File: src/sskx_defs.svh
// Constants for the shift, subtract and skip execution datapath.
`ifndef SSKX_DEFS_SVH
`define SSKX_DEFS_SVH
`define SSKX_ALL_ONES 8'hFF
`define SSKX_ONE 8'h01
`define SSKX_RST_ACC 8'h00
`define SSKX_SKIP_CYCLES 2
`define SSKX_FLAG_C 0
`define SSKX_FLAG_AC 1
`define SSKX_FLAG_Z 2
`define SSKX_FLAG_OV 3
`endif

File: src/sskx_pkg.sv
// Types for the shift, subtract and skip execution datapath.
package sskx_pkg;
   typedef enum logic [4:0] {
      sskx_op_none = 5'h00,
      sskx_op_rotate_left_thru_carry = 5'h01,
      sskx_op_rotate_left_thru_carry_to_acc = 5'h02,
      sskx_op_rotate_right = 5'h03,
      sskx_op_rotate_right_to_acc = 5'h04,
      sskx_op_rotate_right_thru_carry = 5'h05,
      sskx_op_rotate_right_thru_carry_to_acc = 5'h06,
      sskx_op_subtract_with_borrow_to_acc = 5'h07,
      sskx_op_subtract_with_borrow_to_mem = 5'h08,
      sskx_op_subtract_to_acc = 5'h09,
      sskx_op_subtract_to_mem = 5'h0A,
      sskx_op_subtract_imm = 5'h0B,
      sskx_op_decrement_skip_zero = 5'h0C,
      sskx_op_decrement_skip_zero_to_acc = 5'h0D,
      sskx_op_increment_skip_zero = 5'h0E,
      sskx_op_increment_skip_zero_to_acc = 5'h0F,
      sskx_op_set_byte = 5'h10,
      sskx_op_set_bit = 5'h11,
      sskx_op_bit_set_skip = 5'h12,
      sskx_op_swap_nibbles = 5'h13
   } sskx_op_type;
   typedef enum logic [0:0] {
      sskx_st_run = 1'b0,
      sskx_st_dummy = 1'b1
   } sskx_state_type;
endpackage

File: src/sskx_alu_if.sv
// Interface between the sequencer and the combinational ALU.
`timescale 1ns/100ps
`default_nettype none
interface sskx_alu_if;
   import sskx_pkg::*;
   sskx_op_type op;
   logic [7:0] acc;
   logic [7:0] mem;
   logic [7:0] imm;
   logic [2:0] bit_sel;
   logic carry_in;
   logic [7:0] result;
   logic to_mem;
   logic to_acc;
   logic skip;
   logic [3:0] flag_we;
   logic [3:0] flag_val;
   modport seq (output op, acc, mem, imm, bit_sel, carry_in,
                input result, to_mem, to_acc, skip, flag_we, flag_val);
   modport alu (input op, acc, mem, imm, bit_sel, carry_in,
                output result, to_mem, to_acc, skip, flag_we, flag_val);
endinterface
`default_nettype wire

File: src/sskx_alu.sv
// Combinational result, destination, skip and flag logic.
`timescale 1ns/100ps
`default_nettype none
`include "sskx_defs.svh"
module sskx_alu
   import sskx_pkg::*;
(
   sskx_alu_if.alu a
);
   function automatic logic [9:0] sskx_sub(input logic [7:0] x, input logic [7:0] y,
                                           input logic cin);
      logic [8:0] s;
      logic [4:0] h;
      logic [7:0] ny;
      ny = ~y;
      s = {1'b0, x} + {1'b0, ny} + {8'h00, cin};
      h = {1'b0, x[3:0]} + {1'b0, ny[3:0]} + {4'h0, cin};
      // Bits: result, carry, half carry.
      sskx_sub = {s[7:0], s[8], h[4]};
   endfunction
   logic [9:0] sub_r;
   logic [7:0] sub_b;
   logic sub_cin;
   always_comb begin
      sub_b = a.mem;
      sub_cin = a.carry_in;
      if (a.op == sskx_op_subtract_imm) begin
         sub_b = a.imm;
      end
      if (a.op != sskx_op_subtract_with_borrow_to_acc &&
          a.op != sskx_op_subtract_with_borrow_to_mem) begin
         sub_cin = 1'b1;
      end
      sub_r = sskx_sub(a.acc, sub_b, sub_cin);
   end
   always_comb begin
      a.result = 8'h00;
      a.to_mem = 1'b0;
      a.to_acc = 1'b0;
      a.skip = 1'b0;
      a.flag_we = 4'h0;
      a.flag_val = 4'h0;
      case (a.op)
         sskx_op_rotate_left_thru_carry, sskx_op_rotate_left_thru_carry_to_acc: begin
            a.result = {a.mem[6:0], a.carry_in};
            a.flag_we[`SSKX_FLAG_C] = 1'b1;
            a.flag_val[`SSKX_FLAG_C] = a.mem[7];
            a.to_acc = (a.op == sskx_op_rotate_left_thru_carry_to_acc);
            a.to_mem = !a.to_acc;
         end
         sskx_op_rotate_right, sskx_op_rotate_right_to_acc: begin
            a.result = {a.mem[0], a.mem[7:1]};
            a.to_acc = (a.op == sskx_op_rotate_right_to_acc);
            a.to_mem = !a.to_acc;
         end
         sskx_op_rotate_right_thru_carry, sskx_op_rotate_right_thru_carry_to_acc: begin
            a.result = {a.carry_in, a.mem[7:1]};
            a.flag_we[`SSKX_FLAG_C] = 1'b1;
            a.flag_val[`SSKX_FLAG_C] = a.mem[0];
            a.to_acc = (a.op == sskx_op_rotate_right_thru_carry_to_acc);
            a.to_mem = !a.to_acc;
         end
         sskx_op_subtract_with_borrow_to_acc, sskx_op_subtract_with_borrow_to_mem,
         sskx_op_subtract_to_acc, sskx_op_subtract_to_mem, sskx_op_subtract_imm: begin
            a.result = sub_r[9:2];
            a.to_mem = (a.op == sskx_op_subtract_with_borrow_to_mem) ||
                       (a.op == sskx_op_subtract_to_mem);
            a.to_acc = !a.to_mem;
            a.flag_we = 4'hF;
            a.flag_val[`SSKX_FLAG_C] = sub_r[1];
            a.flag_val[`SSKX_FLAG_AC] = sub_r[0];
            a.flag_val[`SSKX_FLAG_Z] = (sub_r[9:2] == 8'h00);
            a.flag_val[`SSKX_FLAG_OV] = (a.acc[7] != sub_b[7]) && (sub_r[9] != a.acc[7]);
         end
         sskx_op_decrement_skip_zero, sskx_op_decrement_skip_zero_to_acc: begin
            a.result = a.mem - `SSKX_ONE;
            a.skip = (a.result == 8'h00);
            a.to_acc = (a.op == sskx_op_decrement_skip_zero_to_acc);
            a.to_mem = !a.to_acc;
         end
         sskx_op_increment_skip_zero, sskx_op_increment_skip_zero_to_acc: begin
            a.result = a.mem + `SSKX_ONE;
            a.skip = (a.result == 8'h00);
            a.to_acc = (a.op == sskx_op_increment_skip_zero_to_acc);
            a.to_mem = !a.to_acc;
         end
         sskx_op_set_byte: begin
            a.result = `SSKX_ALL_ONES;
            a.to_mem = 1'b1;
         end
         sskx_op_set_bit: begin
            a.result = a.mem | (8'h01 << a.bit_sel);
            a.to_mem = 1'b1;
         end
         sskx_op_bit_set_skip: begin
            a.skip = a.mem[a.bit_sel];
         end
         sskx_op_swap_nibbles: begin
            a.result = {a.mem[3:0], a.mem[7:4]};
            a.to_mem = 1'b1;
         end
         default: begin
            a.result = 8'h00;
         end
      endcase
   end
endmodule
`default_nettype wire

File: src/sskx_exec.sv
// Top of the shift, subtract and skip execution datapath.
//
// The plain strobed issue port is this design's own decision.
`timescale 1ns/100ps
`default_nettype none
`include "sskx_defs.svh"
module sskx_exec
   import sskx_pkg::*;
#(
   parameter int DATA_W = 8
) (
   input wire logic clock_i,
   input wire logic rst_i,
   input wire logic issue_i,
   input wire logic [4:0] op_i,
   input wire logic [7:0] mem_i,
   input wire logic [7:0] imm_i,
   input wire logic [2:0] bit_sel_i,
   input wire logic [7:0] flags_i,
   output logic [7:0] acc_o,
   output logic [3:0] flags_o,
   output logic [7:0] mem_wdata_o,
   output logic mem_we_o,
   output logic acc_we_o,
   output logic discard_o,
   output logic busy_o
);
   // Only an 8-bit datapath is served by the logic below.
   if (DATA_W != 8) begin : g_width_check
      $error("sskx_exec supports only an 8-bit datapath.");
   end
   ////////////////////////////////////////////////////////////////////////
   sskx_alu_if alu_bus();
   sskx_alu alu_u (
      .a(alu_bus)
   );
   logic [7:0] acc_r;
   logic [3:0] flags_r;
   sskx_state_type state_r;
   logic go;
   assign go = issue_i && (state_r == sskx_st_run);
   assign alu_bus.op = go ? sskx_op_type'(op_i) : sskx_op_none;
   assign alu_bus.acc = acc_r;
   assign alu_bus.mem = mem_i;
   assign alu_bus.imm = imm_i;
   assign alu_bus.bit_sel = bit_sel_i;
   assign alu_bus.carry_in = flags_r[`SSKX_FLAG_C];
   ////////////////////////////////////////////////////////////////////////
   // Accumulator holds the result of accumulator-destination forms.
   always_ff @(posedge clock_i) begin
      if (rst_i) begin
         acc_r <= `SSKX_RST_ACC;
      end else if (alu_bus.to_acc) begin
         acc_r <= alu_bus.result;
      end
   end
   // Only the flags the instruction names are written.
   always_ff @(posedge clock_i) begin
      if (rst_i) begin
         flags_r <= 4'h0;
      end else begin
         flags_r <= (flags_r & ~alu_bus.flag_we) | (alu_bus.flag_val & alu_bus.flag_we);
      end
   end
   // Memory write port for memory-destination forms.
   always_ff @(posedge clock_i) begin
      if (rst_i) begin
         mem_we_o <= 1'b0;
         mem_wdata_o <= 8'h00;
         acc_we_o <= 1'b0;
      end else begin
         mem_we_o <= alu_bus.to_mem;
         mem_wdata_o <= alu_bus.result;
         acc_we_o <= alu_bus.to_acc;
      end
   end
   ////////////////////////////////////////////////////////////////////////
   // Skip inserts dummy cycle.
   always_ff @(posedge clock_i) begin
      if (rst_i) begin
         state_r <= sskx_st_run;
         discard_o <= 1'b0;
         busy_o <= 1'b0;
      end else begin
         case (state_r)
            sskx_st_run: begin
               if (alu_bus.skip) begin
                  state_r <= sskx_st_dummy;
                  discard_o <= 1'b1;
                  busy_o <= 1'b1;
               end
            end
            sskx_st_dummy: begin
               state_r <= sskx_st_run;
               discard_o <= 1'b0;
               busy_o <= 1'b0;
            end
            default: begin
               state_r <= sskx_st_run;
            end
         endcase
      end
   end
   assign acc_o = acc_r;
   assign flags_o = flags_r;
   ////////////////////////////////////////////////////////////////////////
   logic unused_flags;
   assign unused_flags = ^flags_i;
   chk_rlc_carry: assert property (@(posedge clock_i) disable iff (rst_i)
      go && op_i == 5'h01 |=> flags_o[0] == $past(mem_i[7]) && mem_we_o &&
      mem_wdata_o == {$past(mem_i[6:0]), $past(flags_o[0])})
      else $error("rotate left through carry wrong");
   chk_rotate_left_thru_carry_to_acc_acc: assert property (@(posedge clock_i) disable iff (rst_i)
      go && op_i == 5'h02 |=> acc_o == {$past(mem_i[6:0]), $past(flags_o[0])} && !mem_we_o)
      else $error("rotate left to acc wrong");
   chk_rr_flags: assert property (@(posedge clock_i) disable iff (rst_i)
      go && op_i == 5'h03 |=> $stable(flags_o) &&
      mem_wdata_o == {$past(mem_i[0]), $past(mem_i[7:1])})
      else $error("rotate right wrong");
   chk_rra_acc: assert property (@(posedge clock_i) disable iff (rst_i)
      go && op_i == 5'h04 |=> !mem_we_o && $stable(flags_o) && acc_we_o)
      else $error("rotate right to acc wrong");
   chk_rrc_carry: assert property (@(posedge clock_i) disable iff (rst_i)
      go && (op_i == 5'h05 || op_i == 5'h06) |=> flags_o[0] == $past(mem_i[0]))
      else $error("rotate right carry wrong");
   chk_sub_zero: assert property (@(posedge clock_i) disable iff (rst_i)
      go && op_i == 5'h09 |=> flags_o[2] == (acc_o == 8'h00))
      else $error("zero flag wrong");
   chk_sub_value: assert property (@(posedge clock_i) disable iff (rst_i)
      go && op_i == 5'h0B |=> acc_o == 8'($past(acc_o) - $past(imm_i)))
      else $error("subtract immediate wrong");
   chk_skip_dummy: assert property (@(posedge clock_i) disable iff (rst_i)
      discard_o |=> !discard_o)
      else $error("dummy cycle longer than one");
   chk_dec_skip: assert property (@(posedge clock_i) disable iff (rst_i)
      go && op_i == 5'h0C && mem_i == 8'h01 |=> discard_o && mem_wdata_o == 8'h00)
      else $error("decrement skip wrong");
   chk_bit_skip: assert property (@(posedge clock_i) disable iff (rst_i)
      go && op_i == 5'h12 |=> discard_o == $past(mem_i[bit_sel_i]) && !mem_we_o)
      else $error("bit test skip wrong");
   chk_swap_mem: assert property (@(posedge clock_i) disable iff (rst_i)
      go && op_i == 5'h13 |=> mem_wdata_o == {$past(mem_i[3:0]), $past(mem_i[7:4])})
      else $error("swap wrong");
   cov_skip: cover property (@(posedge clock_i) go && op_i == 5'h0E ##1 discard_o);
   cov_sbc: cover property (@(posedge clock_i) go && op_i == 5'h08);
   cov_rlc: cover property (@(posedge clock_i) go && op_i == 5'h01);
   cov_bit_skip: cover property (@(posedge clock_i) go && op_i == 5'h12 ##1 discard_o);
   cov_deca_skip: cover property (@(posedge clock_i) go && op_i == 5'h0D ##1 discard_o);
   ////////////////////////////////////////////////////////////////////////
   // Further checks, one or more for each instruction class and destination except rotate left through carry to memory.
   chk_rotate_left_thru_carry_to_acc_carry: assert property (@(posedge clock_i) disable iff (rst_i)
      go && op_i == 5'h02 |=>
      acc_we_o &&
      flags_o[0] == $past(mem_i[7]) &&
      flags_o[3:1] == $past(flags_o[3:1]))
      else $error("rotate left to acc carry wrong");
   chk_rr_dest: assert property (@(posedge clock_i) disable iff (rst_i)
      go && op_i == 5'h03 |=>
      mem_we_o &&
      !acc_we_o &&
      acc_o == $past(acc_o))
      else $error("rotate right destination wrong");
   chk_rra_value: assert property (@(posedge clock_i) disable iff (rst_i)
      go && op_i == 5'h04 |=>
      acc_o == {$past(mem_i[0]), $past(mem_i[7:1])} &&
      acc_we_o &&
      !mem_we_o)
      else $error("rotate right to acc value wrong");
   chk_rrc_mem: assert property (@(posedge clock_i) disable iff (rst_i)
      go && op_i == 5'h05 |=>
      mem_we_o &&
      mem_wdata_o == {$past(flags_o[0]), $past(mem_i[7:1])} &&
      flags_o[3:1] == $past(flags_o[3:1]))
      else $error("rotate right carry memory wrong");
   chk_rrc_keep: assert property (@(posedge clock_i) disable iff (rst_i)
      go && op_i == 5'h05 |=>
      !acc_we_o &&
      !discard_o &&
      $stable(acc_o))
      else $error("rotate right carry touched acc");
   chk_rotate_right_thru_carry_to_acc_acc: assert property (@(posedge clock_i) disable iff (rst_i)
      go && op_i == 5'h06 |=>
      acc_we_o &&
      !mem_we_o &&
      acc_o == {$past(flags_o[0]), $past(mem_i[7:1])})
      else $error("rotate right carry to acc wrong");
   chk_sbc_acc: assert property (@(posedge clock_i) disable iff (rst_i)
      go && op_i == 5'h07 |=>
      acc_we_o &&
      !mem_we_o &&
      acc_o == 8'($past(acc_o) + ~$past(mem_i) + {7'h00, $past(flags_o[0])}))
      else $error("subtract with borrow to acc wrong");
   chk_subtract_with_borrow_to_mem_mem: assert property (@(posedge clock_i) disable iff (rst_i)
      go && op_i == 5'h08 |=>
      mem_we_o &&
      !acc_we_o &&
      mem_wdata_o == 8'($past(acc_o) + ~$past(mem_i) + {7'h00, $past(flags_o[0])}))
      else $error("subtract with borrow to memory wrong");
   chk_subtract_with_borrow_to_mem_zero: assert property (@(posedge clock_i) disable iff (rst_i)
      go && op_i == 5'h08 |=>
      flags_o[2] == (mem_wdata_o == 8'h00) &&
      acc_o == $past(acc_o) &&
      !discard_o)
      else $error("subtract with borrow zero flag wrong");
   chk_sub_carry: assert property (@(posedge clock_i) disable iff (rst_i)
      go && op_i == 5'h09 |=>
      flags_o[0] == ($past(acc_o) >= $past(mem_i)) &&
      acc_we_o &&
      !mem_we_o)
      else $error("subtract carry wrong");
   chk_sub_half: assert property (@(posedge clock_i) disable iff (rst_i)
      go && op_i == 5'h09 |=>
      flags_o[1] == ($past(acc_o[3:0]) >= $past(mem_i[3:0])) &&
      acc_o == 8'($past(acc_o) - $past(mem_i)) &&
      !discard_o)
      else $error("subtract half carry wrong");
   chk_sub_ovf: assert property (@(posedge clock_i) disable iff (rst_i)
      go && op_i == 5'h09 |=>
      flags_o[3] == (($past(acc_o[7]) != $past(mem_i[7])) &&
      (acc_o[7] != $past(acc_o[7]))) &&
      acc_we_o)
      else $error("subtract overflow wrong");
   chk_subtract_to_mem_mem: assert property (@(posedge clock_i) disable iff (rst_i)
      go && op_i == 5'h0A |=>
      mem_we_o &&
      mem_wdata_o == 8'($past(acc_o) - $past(mem_i)) &&
      acc_o == $past(acc_o))
      else $error("subtract to memory wrong");
   chk_subi_zero: assert property (@(posedge clock_i) disable iff (rst_i)
      go && op_i == 5'h0B |=>
      flags_o[2] == (acc_o == 8'h00) &&
      acc_we_o &&
      !mem_we_o)
      else $error("subtract immediate zero flag wrong");
   chk_dec_noskip: assert property (@(posedge clock_i) disable iff (rst_i)
      go && op_i == 5'h0C && mem_i != 8'h01 |=>
      !discard_o &&
      mem_we_o &&
      mem_wdata_o == 8'($past(mem_i) - 8'h01) &&
      $stable(flags_o))
      else $error("decrement without skip wrong");
   chk_deca_acc: assert property (@(posedge clock_i) disable iff (rst_i)
      go && op_i == 5'h0D |=>
      acc_o == 8'($past(mem_i) - 8'h01) &&
      !mem_we_o &&
      discard_o == (acc_o == 8'h00) &&
      $stable(flags_o))
      else $error("decrement to acc wrong");
   chk_inc_mem: assert property (@(posedge clock_i) disable iff (rst_i)
      go && op_i == 5'h0E |=>
      mem_we_o &&
      mem_wdata_o == 8'($past(mem_i) + 8'h01) &&
      discard_o == (mem_wdata_o == 8'h00) &&
      $stable(flags_o))
      else $error("increment skip wrong");
   chk_inca_acc: assert property (@(posedge clock_i) disable iff (rst_i)
      go && op_i == 5'h0F |=>
      acc_o == 8'($past(mem_i) + 8'h01) &&
      !mem_we_o &&
      discard_o == (acc_o == 8'h00) &&
      $stable(flags_o))
      else $error("increment to acc wrong");
   chk_set_byte: assert property (@(posedge clock_i) disable iff (rst_i)
      go && op_i == 5'h10 |=>
      mem_we_o &&
      mem_wdata_o == 8'hFF &&
      $stable(flags_o))
      else $error("byte set wrong");
   chk_set_bit: assert property (@(posedge clock_i) disable iff (rst_i)
      go && op_i == 5'h11 |=>
      mem_we_o &&
      mem_wdata_o == ($past(mem_i) | (8'h01 << $past(bit_sel_i))) &&
      $stable(flags_o))
      else $error("bit set wrong");
   chk_bit_keep: assert property (@(posedge clock_i) disable iff (rst_i)
      go && op_i == 5'h12 |=>
      $stable(flags_o) &&
      !acc_we_o &&
      $stable(acc_o))
      else $error("bit test changed state");
   chk_swap_keep: assert property (@(posedge clock_i) disable iff (rst_i)
      go && op_i == 5'h13 |=>
      mem_we_o &&
      !acc_we_o &&
      $stable(flags_o))
      else $error("swap changed flags");
   chk_dummy_quiet: assert property (@(posedge clock_i) disable iff (rst_i)
      discard_o |=>
      !mem_we_o &&
      !acc_we_o &&
      !discard_o)
      else $error("op executed in dummy cycle");
   chk_skip_source: assert property (@(posedge clock_i) disable iff (rst_i)
      discard_o |->
      busy_o &&
      $past(go) &&
      $past(state_r) == sskx_st_run)
      else $error("dummy cycle without skip");
   chk_idle_quiet: assert property (@(posedge clock_i) disable iff (rst_i)
      !go |=>
      !mem_we_o &&
      !acc_we_o &&
      !discard_o &&
      $stable(flags_o))
      else $error("output changed without op");
endmodule
`default_nettype wire

File: config.mk
export PLATFORM = sky130hd
export DESIGN_NAME = sskx_exec
export DESIGN_NICKNAME = d
export VERILOG_FILES = /design/src/sskx_pkg.sv /design/src/sskx_alu_if.sv /design/src/sskx_alu.sv /design/src/sskx_exec.sv
export VERILOG_INCLUDE_DIRS = /design/src /design/src/src
export SDC_FILE = /design/constraint.sdc
export NUM_CORES = 1
export LEC_CHECK = 0
export BUFFER_PORTS_ARGS = -buffer_cell sky130_fd_sc_hd__buf_2
export CORE_MARGIN = 2
export CORE_UTILIZATION = 45
export CTS_CLUSTER_DIAMETER = 100
export CTS_CLUSTER_SIZE = 8
export DETAILED_ROUTE_END_ITERATION = 8
export GPL_TIMING_DRIVEN = 0
export PLACE_DENSITY = 0.64
export SLEW_MARGIN = 20
export SYNTH_ARGS = -nofsm -noshare
export SYNTH_HDL_FRONTEND = slang
export SYNTH_SLANG_ARGS = --single-unit
File: constraint.sdc
create_clock -name clock_i -period 9.8 [get_ports clock_i]
set_clock_uncertainty 0.2 [all_clocks]
set_input_delay 0.98 -clock clock_i [delete_from_list [all_inputs] [get_ports clock_i]]
set_output_delay 0.98 -clock clock_i [all_outputs]
set_load 0.1 [all_outputs]
==> results.json, run 1 <==
{
  "final_cells": 451,
  "wl_met2_um": 3650,
  "ir_drop_v": 0.0000637,
  "clock_path_buffers": 2,
  "outcome": "finished, final reports clean",
  "firstDrtPassIters": 4,
  "setup_tns_ps": 0,
  "max_stage_delay_ps": 440,
  "cts_root_buf": "clkbuf_8",
  "antenna_left": 0,
  "dp_slack_ps": 5150,
  "overflow": 0,
  "postLayoutSetupSlackWorst_ps": 5400,
  "finalSetupViolCount": 0,
  "maxCapViolations": 0,
  "ys_seq_elements": 24,
  "reg2reg_from": "state_r",
  "routabilityCongestion": 0.927,
  "antenna_cells": 0,
  "die_h_um": 80.6,
  "grt_pass1_vias": 2496,
  "cts_made_buffers": 3,
  "p_per_area_nw_per_um2": 106,
  "route.met3.wl_um": 499,
  "clock-sinks": 24,
  "synth_cell_type_count": 72,
  "synth-edff-count": 0,
  "synthFlopType": "dfxtp_1",
  "hold_path_class": "flip-flop to flip-flop",
  "avgSynthCellArea_um2": 7.96,
  "synthArstFlopShare": 0,
  "whs_ps": 283,
  "power_leakage_nw": 1.22,
  "hold_buffers": 0,
  "cts_tree": "done",
  "hold_violations": 0,
  "min_from": "busy_o",
  "grtUsageTotal": 0.250,
  "final_layout_size_suffix_gt1_frac": 0.261,
  "area_growth_pct": 14.3,
  "clkTransAtPathRegs_ps": 100,
  "fmax_mhz": 227,
  "cp_max_fo": 10,
  "startpoint": "op_i[4]",
  "finalCritPeriodShare": 0.449,
  "cp_num_buf_inv": 3,
  "tightest_slew_ps": 642,
  "dpl.hpwl_um": 6100,
  "die-area_um2": 6500,
  "crit_path_end_kind": "flip-flop",
  "grt_pass1_wl_um": 12600,
  "grt_max_degree": 15,
  "synth.area.top_cells": "dfxtp_1 (18%), nor2_1 (6.0%), ha_1 (5.2%), buf_6 (4.3%), xor2_1 (4.0%)",
  "arrival_ps": 4380,
  "yosysTopAreaCell": "dfxtp_1",
  "synth.cells.most_frequent": "nor2_1 (42), dfxtp_1 (24), nand2_1 (22)",
  "cts_max_level": 1,
  "topRoutingLayerUsed": "met4",
  "yosysMostFrequentCell": "nor2_1",
  "power_uw": 319,
  "yosys_warnings": 0,
  "ctsResizeCount": 0,
  "start_util": 0.474,
  "antenna_found_initial": 0,
  "relSlewSlack": 0.572,
  "initialDrtViolationCount": 191,
  "die_w_um": 80.6,
  "drc": 0,
  "slowest_stage": "fa_1",
  "rows": 27,
  "seq_area_frac_synth": 0.182,
  "wl_um": 7870,
  "required_ps": 9780,
  "fin_nets": 428,
  "period_minus_slack_ps": 4400,
  "core_um2": 5570,
  "vias": 2701,
  "synth_top_area_frac": 0.182,
  "path_cells": "buf_2 > buf_6 > nor3b_4 > nand2_1 > nor2_1 > buf_2 > o21ai_0 > fa_1 > fa_1 > nand2b_1 > a21oi_1 > xor2_1 > nor4b_2 > a32o_1 > and3b_1",
  "crit_family": "simple AND/OR/NAND/NOR gates",
  "synth_area_um2": 2640,
  "slew_violations": 0,
  "rsz0062_at_grt": "false",
  "viasPerCell": 5.99,
  "critical_path_class": "input port to flip-flop",
  "syn-num-nets": 380,
  "wl_per_cell_um": 17.4,
  "drt-met1-wl_um": 3590,
  "ioPinCount": 59,
  "synthCells": 332,
  "startpoint_type": "input port",
  "clock_latency_ps": 270,
  "post-place-cells": 447,
  "io_buffer_count": 43,
  "cts_setup_buffers": 0
}
cell type report:
class	count	area [um^2]
tap	72	90.1
clock inverter	1	30.0
multi-input combinational	266	1890
fill	570	2550
inverter	12	45.0
buffer	30	229
clock buffer	3	41.3
sequential	24	480
timing repair buffer	43	215
cells in the final DEF, fill, tap and decap left out, types with 3 or more instances in the layout:
cell type and count:
o21a_1 3, a211oi_1 9, nor2_1 42, buf_4 7
nand2b_1 5, a31oi_1 7, mux2i_1 7, a311oi_1 3
clkbuf_8 3, or3_1 4, buf_2 51, dfxtp_1 24
nor4_1 4, nand3_1 6, nor3_1 15, xnor2_1 7
xor2_1 12, a211oi_2 6, ha_1 11, a2bb2oi_1 3
a21oi_1 15, and2_1 4, nand2_1 22, a21o_1 3
inv_1 12, nand3b_1 3, o211ai_1 4, clkbuf_1 4
nor2b_1 4, a2111oi_0 3, buf_6 10, and3_1 3
o21ai_0 8
path summary, 6_finish.rpt:
path	end	slack, ps	cells past startpoint
setup reg to reg	flip-flop	5930	13
hold reg to reg	busy_o	280	1
setup / recovery	flip-flop	5400	15
hold / removal	busy_o	280	1
per-layer routing:
metal,global-route usage,up-vias
li1,-,1313
met1,0.351,1257
met2,0.410,121
met3,0.0213,10
met4,0.0610,0
met5,0,-
report_power, final:
group / switching, mW / internal (mW)
sequential: 0.00238 / 0.101
combinational: 0.0857 / 0.0421
clock: 0.0335 / 0.0546
metrics by stage:
step | utilization | area [um^2]
global route | 0.542 | 3020
CTS | 0.542 | 3020
detailed placement | 0.529 | 2950
finish | 0.542 | 3020
floorplan | - | 2640
global placement | 0.529 | 2950
cells by family (layout without fill, tap and decap cells):
kind of cell	Yosys count	after routing	share of synthesized area
flip-flops	24	24	0.182
adder cells (fa/ha/maj)	13	13	0.0672
XOR/XNOR	19	19	0.0630
buffers and inverters	42	89	0.104
multiplexers	9	9	0.0393
AO/OA/AOI/OAI	92	92	0.267
AND/OR/NAND/NOR	133	133	0.278
Note: power is estimated with default switching activity, not from simulation.
==> run 2: changes to the inputs <==
--- a/config.mk
+++ b/config.mk
@@ -6,6 +6,7 @@
 export SDC_FILE = /design/constraint.sdc
 export NUM_CORES = 1
 export LEC_CHECK = 0
+export ABC_AREA = 1
 export BUFFER_PORTS_ARGS = -buffer_cell sky130_fd_sc_hd__buf_2
 export CORE_MARGIN = 2
 export CORE_UTILIZATION = 45
@@ -13,7 +14,7 @@
 export CTS_CLUSTER_SIZE = 8
 export DETAILED_ROUTE_END_ITERATION = 8
 export GPL_TIMING_DRIVEN = 0
-export PLACE_DENSITY = 0.64
+export PLACE_DENSITY = 0.67
 export SLEW_MARGIN = 20
 export SYNTH_ARGS = -nofsm -noshare
 export SYNTH_HDL_FRONTEND = slang
==> constraint.sdc (replaced) <==
create_clock -name clock_i -period 3.8 [get_ports clock_i]
set_clock_uncertainty 0.2 [all_clocks]
set_input_delay 0.38 -clock clock_i [delete_from_list [all_inputs] [get_ports clock_i]]
set_output_delay 0.38 -clock clock_i [all_outputs]
set_load 0.1 [all_outputs]
==> run 2 against run 1 <==
Area after synthesis fell by 5.1%. Global-route usage is 0.81 points higher. Combinational power rose to 3.0 times the previous value. Hold slack lost 9.9 ps. Synthesized cell count is 33% higher. Sequential share of layout area is 0.69 points higher. Critical path type is now flip-flop to flip-flop. Clock power grew to 2.6 times the previous value. Final cell count rose by 25%. Core utilization down 0.95 points.
==> results.json, run 2 <==
{
  "whs_ps": 273,
  "reg2reg_from": "state_r",
  "io_buffer_count": 45,
  "initialDrtViolationCount": 213,
  "cts_setup_buffers": 0,
  "hold_path_class": "flip-flop to flip-flop",
  "synth-edff-count": 0,
  "ff2ff_setup_slack_ps": 310,
  "maxCapViolations": 0,
  "firstDrtPassIters": 5,
  "antenna_found_initial": 0,
  "yosysMostFrequentCell": "nand2_1",
  "yosysTopAreaCell": "nand2_1",
  "viasPerCell": 5.29,
  "dp_slack_ps": 180,
  "wl_um": 7810,
  "synth.area.top_cells": "nand2_1 (19%), dfxtp_1 (19%), nor2_1 (9.1%), inv_1 (8.4%), nand3_1 (8.4%)",
  "cts_max_level": 1,
  "final_layout_size_suffix_gt1_frac": 0.161,
  "cp_max_fo": 10,
  "p_per_area_nw_per_um2": 307,
  "tightest_slew_ps": 488,
  "synth.cells.most_frequent": "nand2_1 (129), nor2_1 (61), inv_1 (56)",
  "seq_area_frac_synth": 0.192,
  "antenna_cells": 0,
  "post-place-cells": 560,
  "yosys_warnings": 0,
  "grtUsageTotal": 0.258,
  "power_uw": 887,
  "ioPinCount": 59,
  "rsz0062_at_grt": "false",
  "clkTransAtPathRegs_ps": 90,
  "ir_drop_v": 0.000212,
  "core_um2": 5440,
  "crit_family": "simple AND/OR/NAND/NOR gates",
  "outcome": "finished, final reports clean",
  "finalCritPeriodShare": 0.919,
  "rows": 27,
  "overflow": 0,
  "die-area_um2": 6190,
  "clock_path_buffers": 2,
  "syn-num-nets": 491,
  "slew_violations": 0,
  "endpoint": "acc_o[4]",
  "die_h_um": 78.6,
  "startpoint_type": "flip-flop",
  "vias": 2981,
  "grt_max_degree": 15,
  "synthArstFlopShare": 0,
  "startpoint": "state_r",
  "ys_seq_elements": 24,
  "final_cell_mix": "nand2_1 (129), nor2_1 (61), inv_1 (56)",
  "cts_root_buf": "clkbuf_8",
  "fmax_mhz": 286,
  "hold_buffers": 0,
  "final_common_cell": "nand2_1",
  "cp_num_buf_inv": 4,
  "ctsResizeCount": 0,
  "cp_common_cell": "nand2_1",
  "avgSynthCellArea_um2": 5.66,
  "wl_per_cell_um": 13.8,
  "clock_latency_ps": 270,
  "start_util": 0.461,
  "period_minus_slack_ps": 3490,
  "grt_pass1_wl_um": 12600,
  "synth_top_area_frac": 0.193,
  "clock-sinks": 24,
  "critical_path_class": "flip-flop to flip-flop",
  "routabilityCongestion": 1.01,
  "power_leakage_nw": 1.63,
  "grt_pass1_vias": 2688,
  "cts_made_buffers": 3,
  "path_cells": "nor2_4 > nand3_1 > inv_1 > nand2_1 > clkbuf_1 > a21oi_1 > fa_1 > fa_1 > inv_1 > nand3_1 > nand2_1 > xor2_1 > nand2_1 > nand2_1 > nor2_1 > nand3_1 > nand2_1 > inv_1",
  "relSlewSlack": 0.677,
  "hold_violations": 0,
  "area_growth_pct": 15.4,
  "synthCells": 443,
  "arrival_ps": 3470,
  "setup_tns_ps": 0,
  "antenna_left": 0,
  "crit_path_end_kind": "flip-flop",
  "dpl.hpwl_um": 6270,
  "postLayoutSetupSlackWorst_ps": 309,
  "die_w_um": 78.6,
  "synthFlopType": "dfxtp_1",
  "drc": 0,
  "final_cells": 564,
  "nFillCells": 595,
  "synth_cell_type_count": 34,
  "r2r_cells": 18,
  "required_ps": 3780,
  "r2r-end": "acc_o[4]",
  "cts_tree": "done",
  "path_depth": 18,
  "finalSetupViolCount": 0,
  "fin_nets": 541,
  "slowest_stage": "fa_1",
  "synth_area_um2": 2510,
  "max_stage_delay_ps": 450
}
## run 2: layer usage
metal	wire length (um)	track usage
met1	3640	0.339
met2	3500	0.439
met3	560	0.0391
met4	106	0.0649
met5	0	0
## run 2: where the power goes
group | switching, mW | total, mW | internal (mW)
Combinational | 0.288 | 0.381 | 0.0931
Sequential | 0.0103 | 0.279 | 0.268
Clock | 0.0869 | 0.228 | 0.141
## run 2: how the worst min path moves through the flow
stage                     startpoint        end  cells after the start
after floorplan            flip-flop  flip-flop                      2
after global placement        busy_o     busy_o                      2
after detailed placement      busy_o     busy_o                      2
after CTS                     busy_o     busy_o                      2
after global routing          busy_o     busy_o                      2
final                         busy_o     busy_o                      2
## run 2: through the flow
stage | utilization | area [um^2]
2_1_floorplan | - | 2510
3_3_place_gp | 0.519 | 2820
3_5_place_dp | 0.519 | 2820
4_1_cts | 0.532 | 2890
5_1_grt | 0.532 | 2890
6_report | 0.532 | 2890
## run 2: layout make-up
cell class,count,area (um^2),share of cell area
Inverter,64,240,0.0830
Clock inverter,1,30.0,0.0104
Tap cell,72,90.1,0.0311
Sequential cell,24,480,0.166
Clock buffer,3,41.3,0.0143
Buffer,13,78.8,0.0272
Multi-Input combinational cell,342,1710,0.590
Timing Repair Buffer,45,225,0.0778
## run 2: worst register-to-register path: cells and delay by family (launching register included)
kind / cells / cell delay (ps)
AOI/OAI and AO/OA: 1 / 150
xor gates and xnor gates: 1 / 100
adders and majority gates: 2 / 870
DFF: 1 / 410
and+or+nand+nor: 10 / 1130
buffers and inverters: 4 / 520
## run 2: kinds of logic (layout without fill, tap and decap cells)
kind of cell               Yosys count  after routing  share of synthesized area
and+or+nand+nor                    259            259                      0.443
buffers and inverters               77            126                      0.127
AOI/OAI and AO/OA                   61             61                      0.136
DFF                                 24             24                      0.192
adders and majority gates           13             13                     0.0709
xor gates and xnor gates             9              9                     0.0314
==> run 3: changes to the inputs <==
--- a/config.mk
+++ b/config.mk
@@ -9,12 +9,12 @@
 export ABC_AREA = 1
 export BUFFER_PORTS_ARGS = -buffer_cell sky130_fd_sc_hd__buf_2
 export CORE_MARGIN = 2
-export CORE_UTILIZATION = 45
+export CORE_UTILIZATION = 25
 export CTS_CLUSTER_DIAMETER = 100
 export CTS_CLUSTER_SIZE = 8
 export DETAILED_ROUTE_END_ITERATION = 8
 export GPL_TIMING_DRIVEN = 0
-export PLACE_DENSITY = 0.67
+export PLACE_DENSITY = 0.41
 export SLEW_MARGIN = 20
 export SYNTH_ARGS = -nofsm -noshare
 export SYNTH_HDL_FRONTEND = slang
==> run 3 against run 2 <==
Critical path depth did not move. First-iteration DRC count fell by 20%. Clock power hardly changed. Final cell count is 11% higher. Largest power group unchanged. Clock-buffer cell count did not move. Maximum frequency rose by 2.5%.
==> results.json, run 3 (synthesis results as in run 2) <==
{
  "cp_common_cell": "nand2_1",
  "crit_family": "simple AND/OR/NAND/NOR gates",
  "ir_drop_v": 0.000181,
  "firstDrtPassIters": 6,
  "grt_max_degree": 15,
  "start_util": 0.257,
  "reg2reg_from": "state_r",
  "clock-sinks": 24,
  "initialDrtViolationCount": 170,
  "wl_per_cell_um": 14.3,
  "finalSetupViolCount": 0,
  "die-area_um2": 10800,
  "setup_tns_ps": 0,
  "cts_max_level": 1,
  "final_common_cell": "nand2_1",
  "cp_max_fo": 10,
  "nFillCells": 1163,
  "rsz0062_at_grt": "false",
  "outcome": "finished, final reports clean",
  "cts_tree": "done",
  "clock_path_buffers": 2,
  "slew_violations": 0,
  "antenna_cells": 0,
  "tightest_slew_ps": 482,
  "cts_made_buffers": 3,
  "startpoint": "state_r",
  "crit_path_end_kind": "flip-flop",
  "area_growth_pct": 18.6,
  "whs_ps": 278,
  "startpoint_type": "flip-flop",
  "ff_latch_area_um2": 480,
  "fmax_mhz": 294,
  "die_h_um": 104,
  "dpl.hpwl_um": 7200,
  "die_w_um": 104,
  "path_cells": "nor2_4 > nand3_1 > inv_1 > nand2_2 > clkbuf_2 > a21oi_1 > fa_1 > fa_1 > inv_1 > nand3_1 > nand2_1 > xor2_1 > nand2_1 > nand2_1 > nor2_1 > nand3_1 > nand2_1 > inv_1",
  "rows": 36,
  "fin_nets": 541,
  "max_stage_delay_ps": 460,
  "vias": 2928,
  "io_buffer_count": 45,
  "multi_input_area_um2": 1710,
  "grt_pass1_vias": 2837,
  "hold_path_class": "flip-flop to flip-flop",
  "antenna_found_initial": 0,
  "core_um2": 9770,
  "final_cell_mix": "nand2_1 (128), nor2_1 (61), inv_1 (56)",
  "min_from": "busy_o",
  "finalCritPeriodShare": 0.896,
  "grtUsageTotal": 0.168,
  "grt_pass1_wl_um": 14500,
  "period_minus_slack_ps": 3410,
  "wl_um": 8910,
  "required_ps": 3780,
  "clkTransAtPathRegs_ps": 90,
  "antenna_left": 0,
  "overflow": 0,
  "viasPerCell": 4.68,
  "p_per_area_nw_per_um2": 300,
  "relSlewSlack": 0.679,
  "arrival_ps": 3380,
  "final_layout_size_suffix_gt1_frac": 0.165,
  "hold_violations": 0,
  "slowest_stage": "fa_1",
  "power_leakage_nw": 1.63,
  "critical_path_class": "flip-flop to flip-flop",
  "cts_root_buf": "clkbuf_8",
  "clock_latency_ps": 270,
  "ioPinCount": 59,
  "maxCapViolations": 0,
  "routabilityCongestion": 0.856,
  "cp_num_buf_inv": 4,
  "hold_buffers": 0,
  "drc": 0
}
run 3: layout make-up:
type                       count  area share
inverter                      64      0.0808
sequential                    24       0.162
timing repair buffer          45      0.0757
clock buffer                   3      0.0139
clock inverter                 1      0.0101
multi-input combinational    342       0.575
tap                          133      0.0560
buffer                        13      0.0269
run 3: worst min-delay path, cell delays in order, from the launching register on:
cell	delay [ps]
dfxtp_1	330
nand2_1	60
nand2_1	50
run 3: where the power goes:
group          total [mW]  switching [mW]  internal [mW]
logic               0.386           0.293         0.0933
clock network       0.226          0.0856          0.141
registers           0.279          0.0108          0.268
total               0.892           0.389          0.502
run 3: repair_timing:
| action | CTS | global route |
|---|---|---|
| setup endpoints to repair | 0 | 5 |
| gates resized for setup | 0 | 3 |
| buffers inserted | 0 | 0 |
run 3: worst paths after layout:
kind / to / slack [ps] / cells past startpoint
worst min-delay path: busy_o / 280 / 2
worst min register to register: busy_o / 280 / 2
worst max register to register: acc_o[4] / 390 / 18
worst max-delay path: acc_o[4] / 390 / 18
run 3: metal layers:
layer | up-vias | part of all wire | global-route usage
met5 | - | 0 | 0
met4 | 0 | 0.010 | 0.0280
met3 | 8 | 0.048 | 0.0251
met2 | 83 | 0.46 | 0.283
met1 | 1329 | 0.48 | 0.229
li1 | 1508 | - | -
run 3: stage by stage:
| stage | utilization | cell area [um^2] | std cells | worst slack, ps | power, mW |
|---|---|---|---|---|---|
| final | 0.304 | 2970 | 625 | 395 | 0.892 |
| after global routing | 0.304 | 2970 | 625 | 97.3 | 0.952 |
| after CTS | 0.304 | 2970 | 625 | 178 | 0.901 |
| after detailed placement | 0.297 | 2900 | 621 | 33.5 | 0.669 |
| after global placement | 0.297 | 2900 | 621 | 37.9 | 0.670 |
| after floorplan | - | 2510 | 443 | 817 | 0.577 |
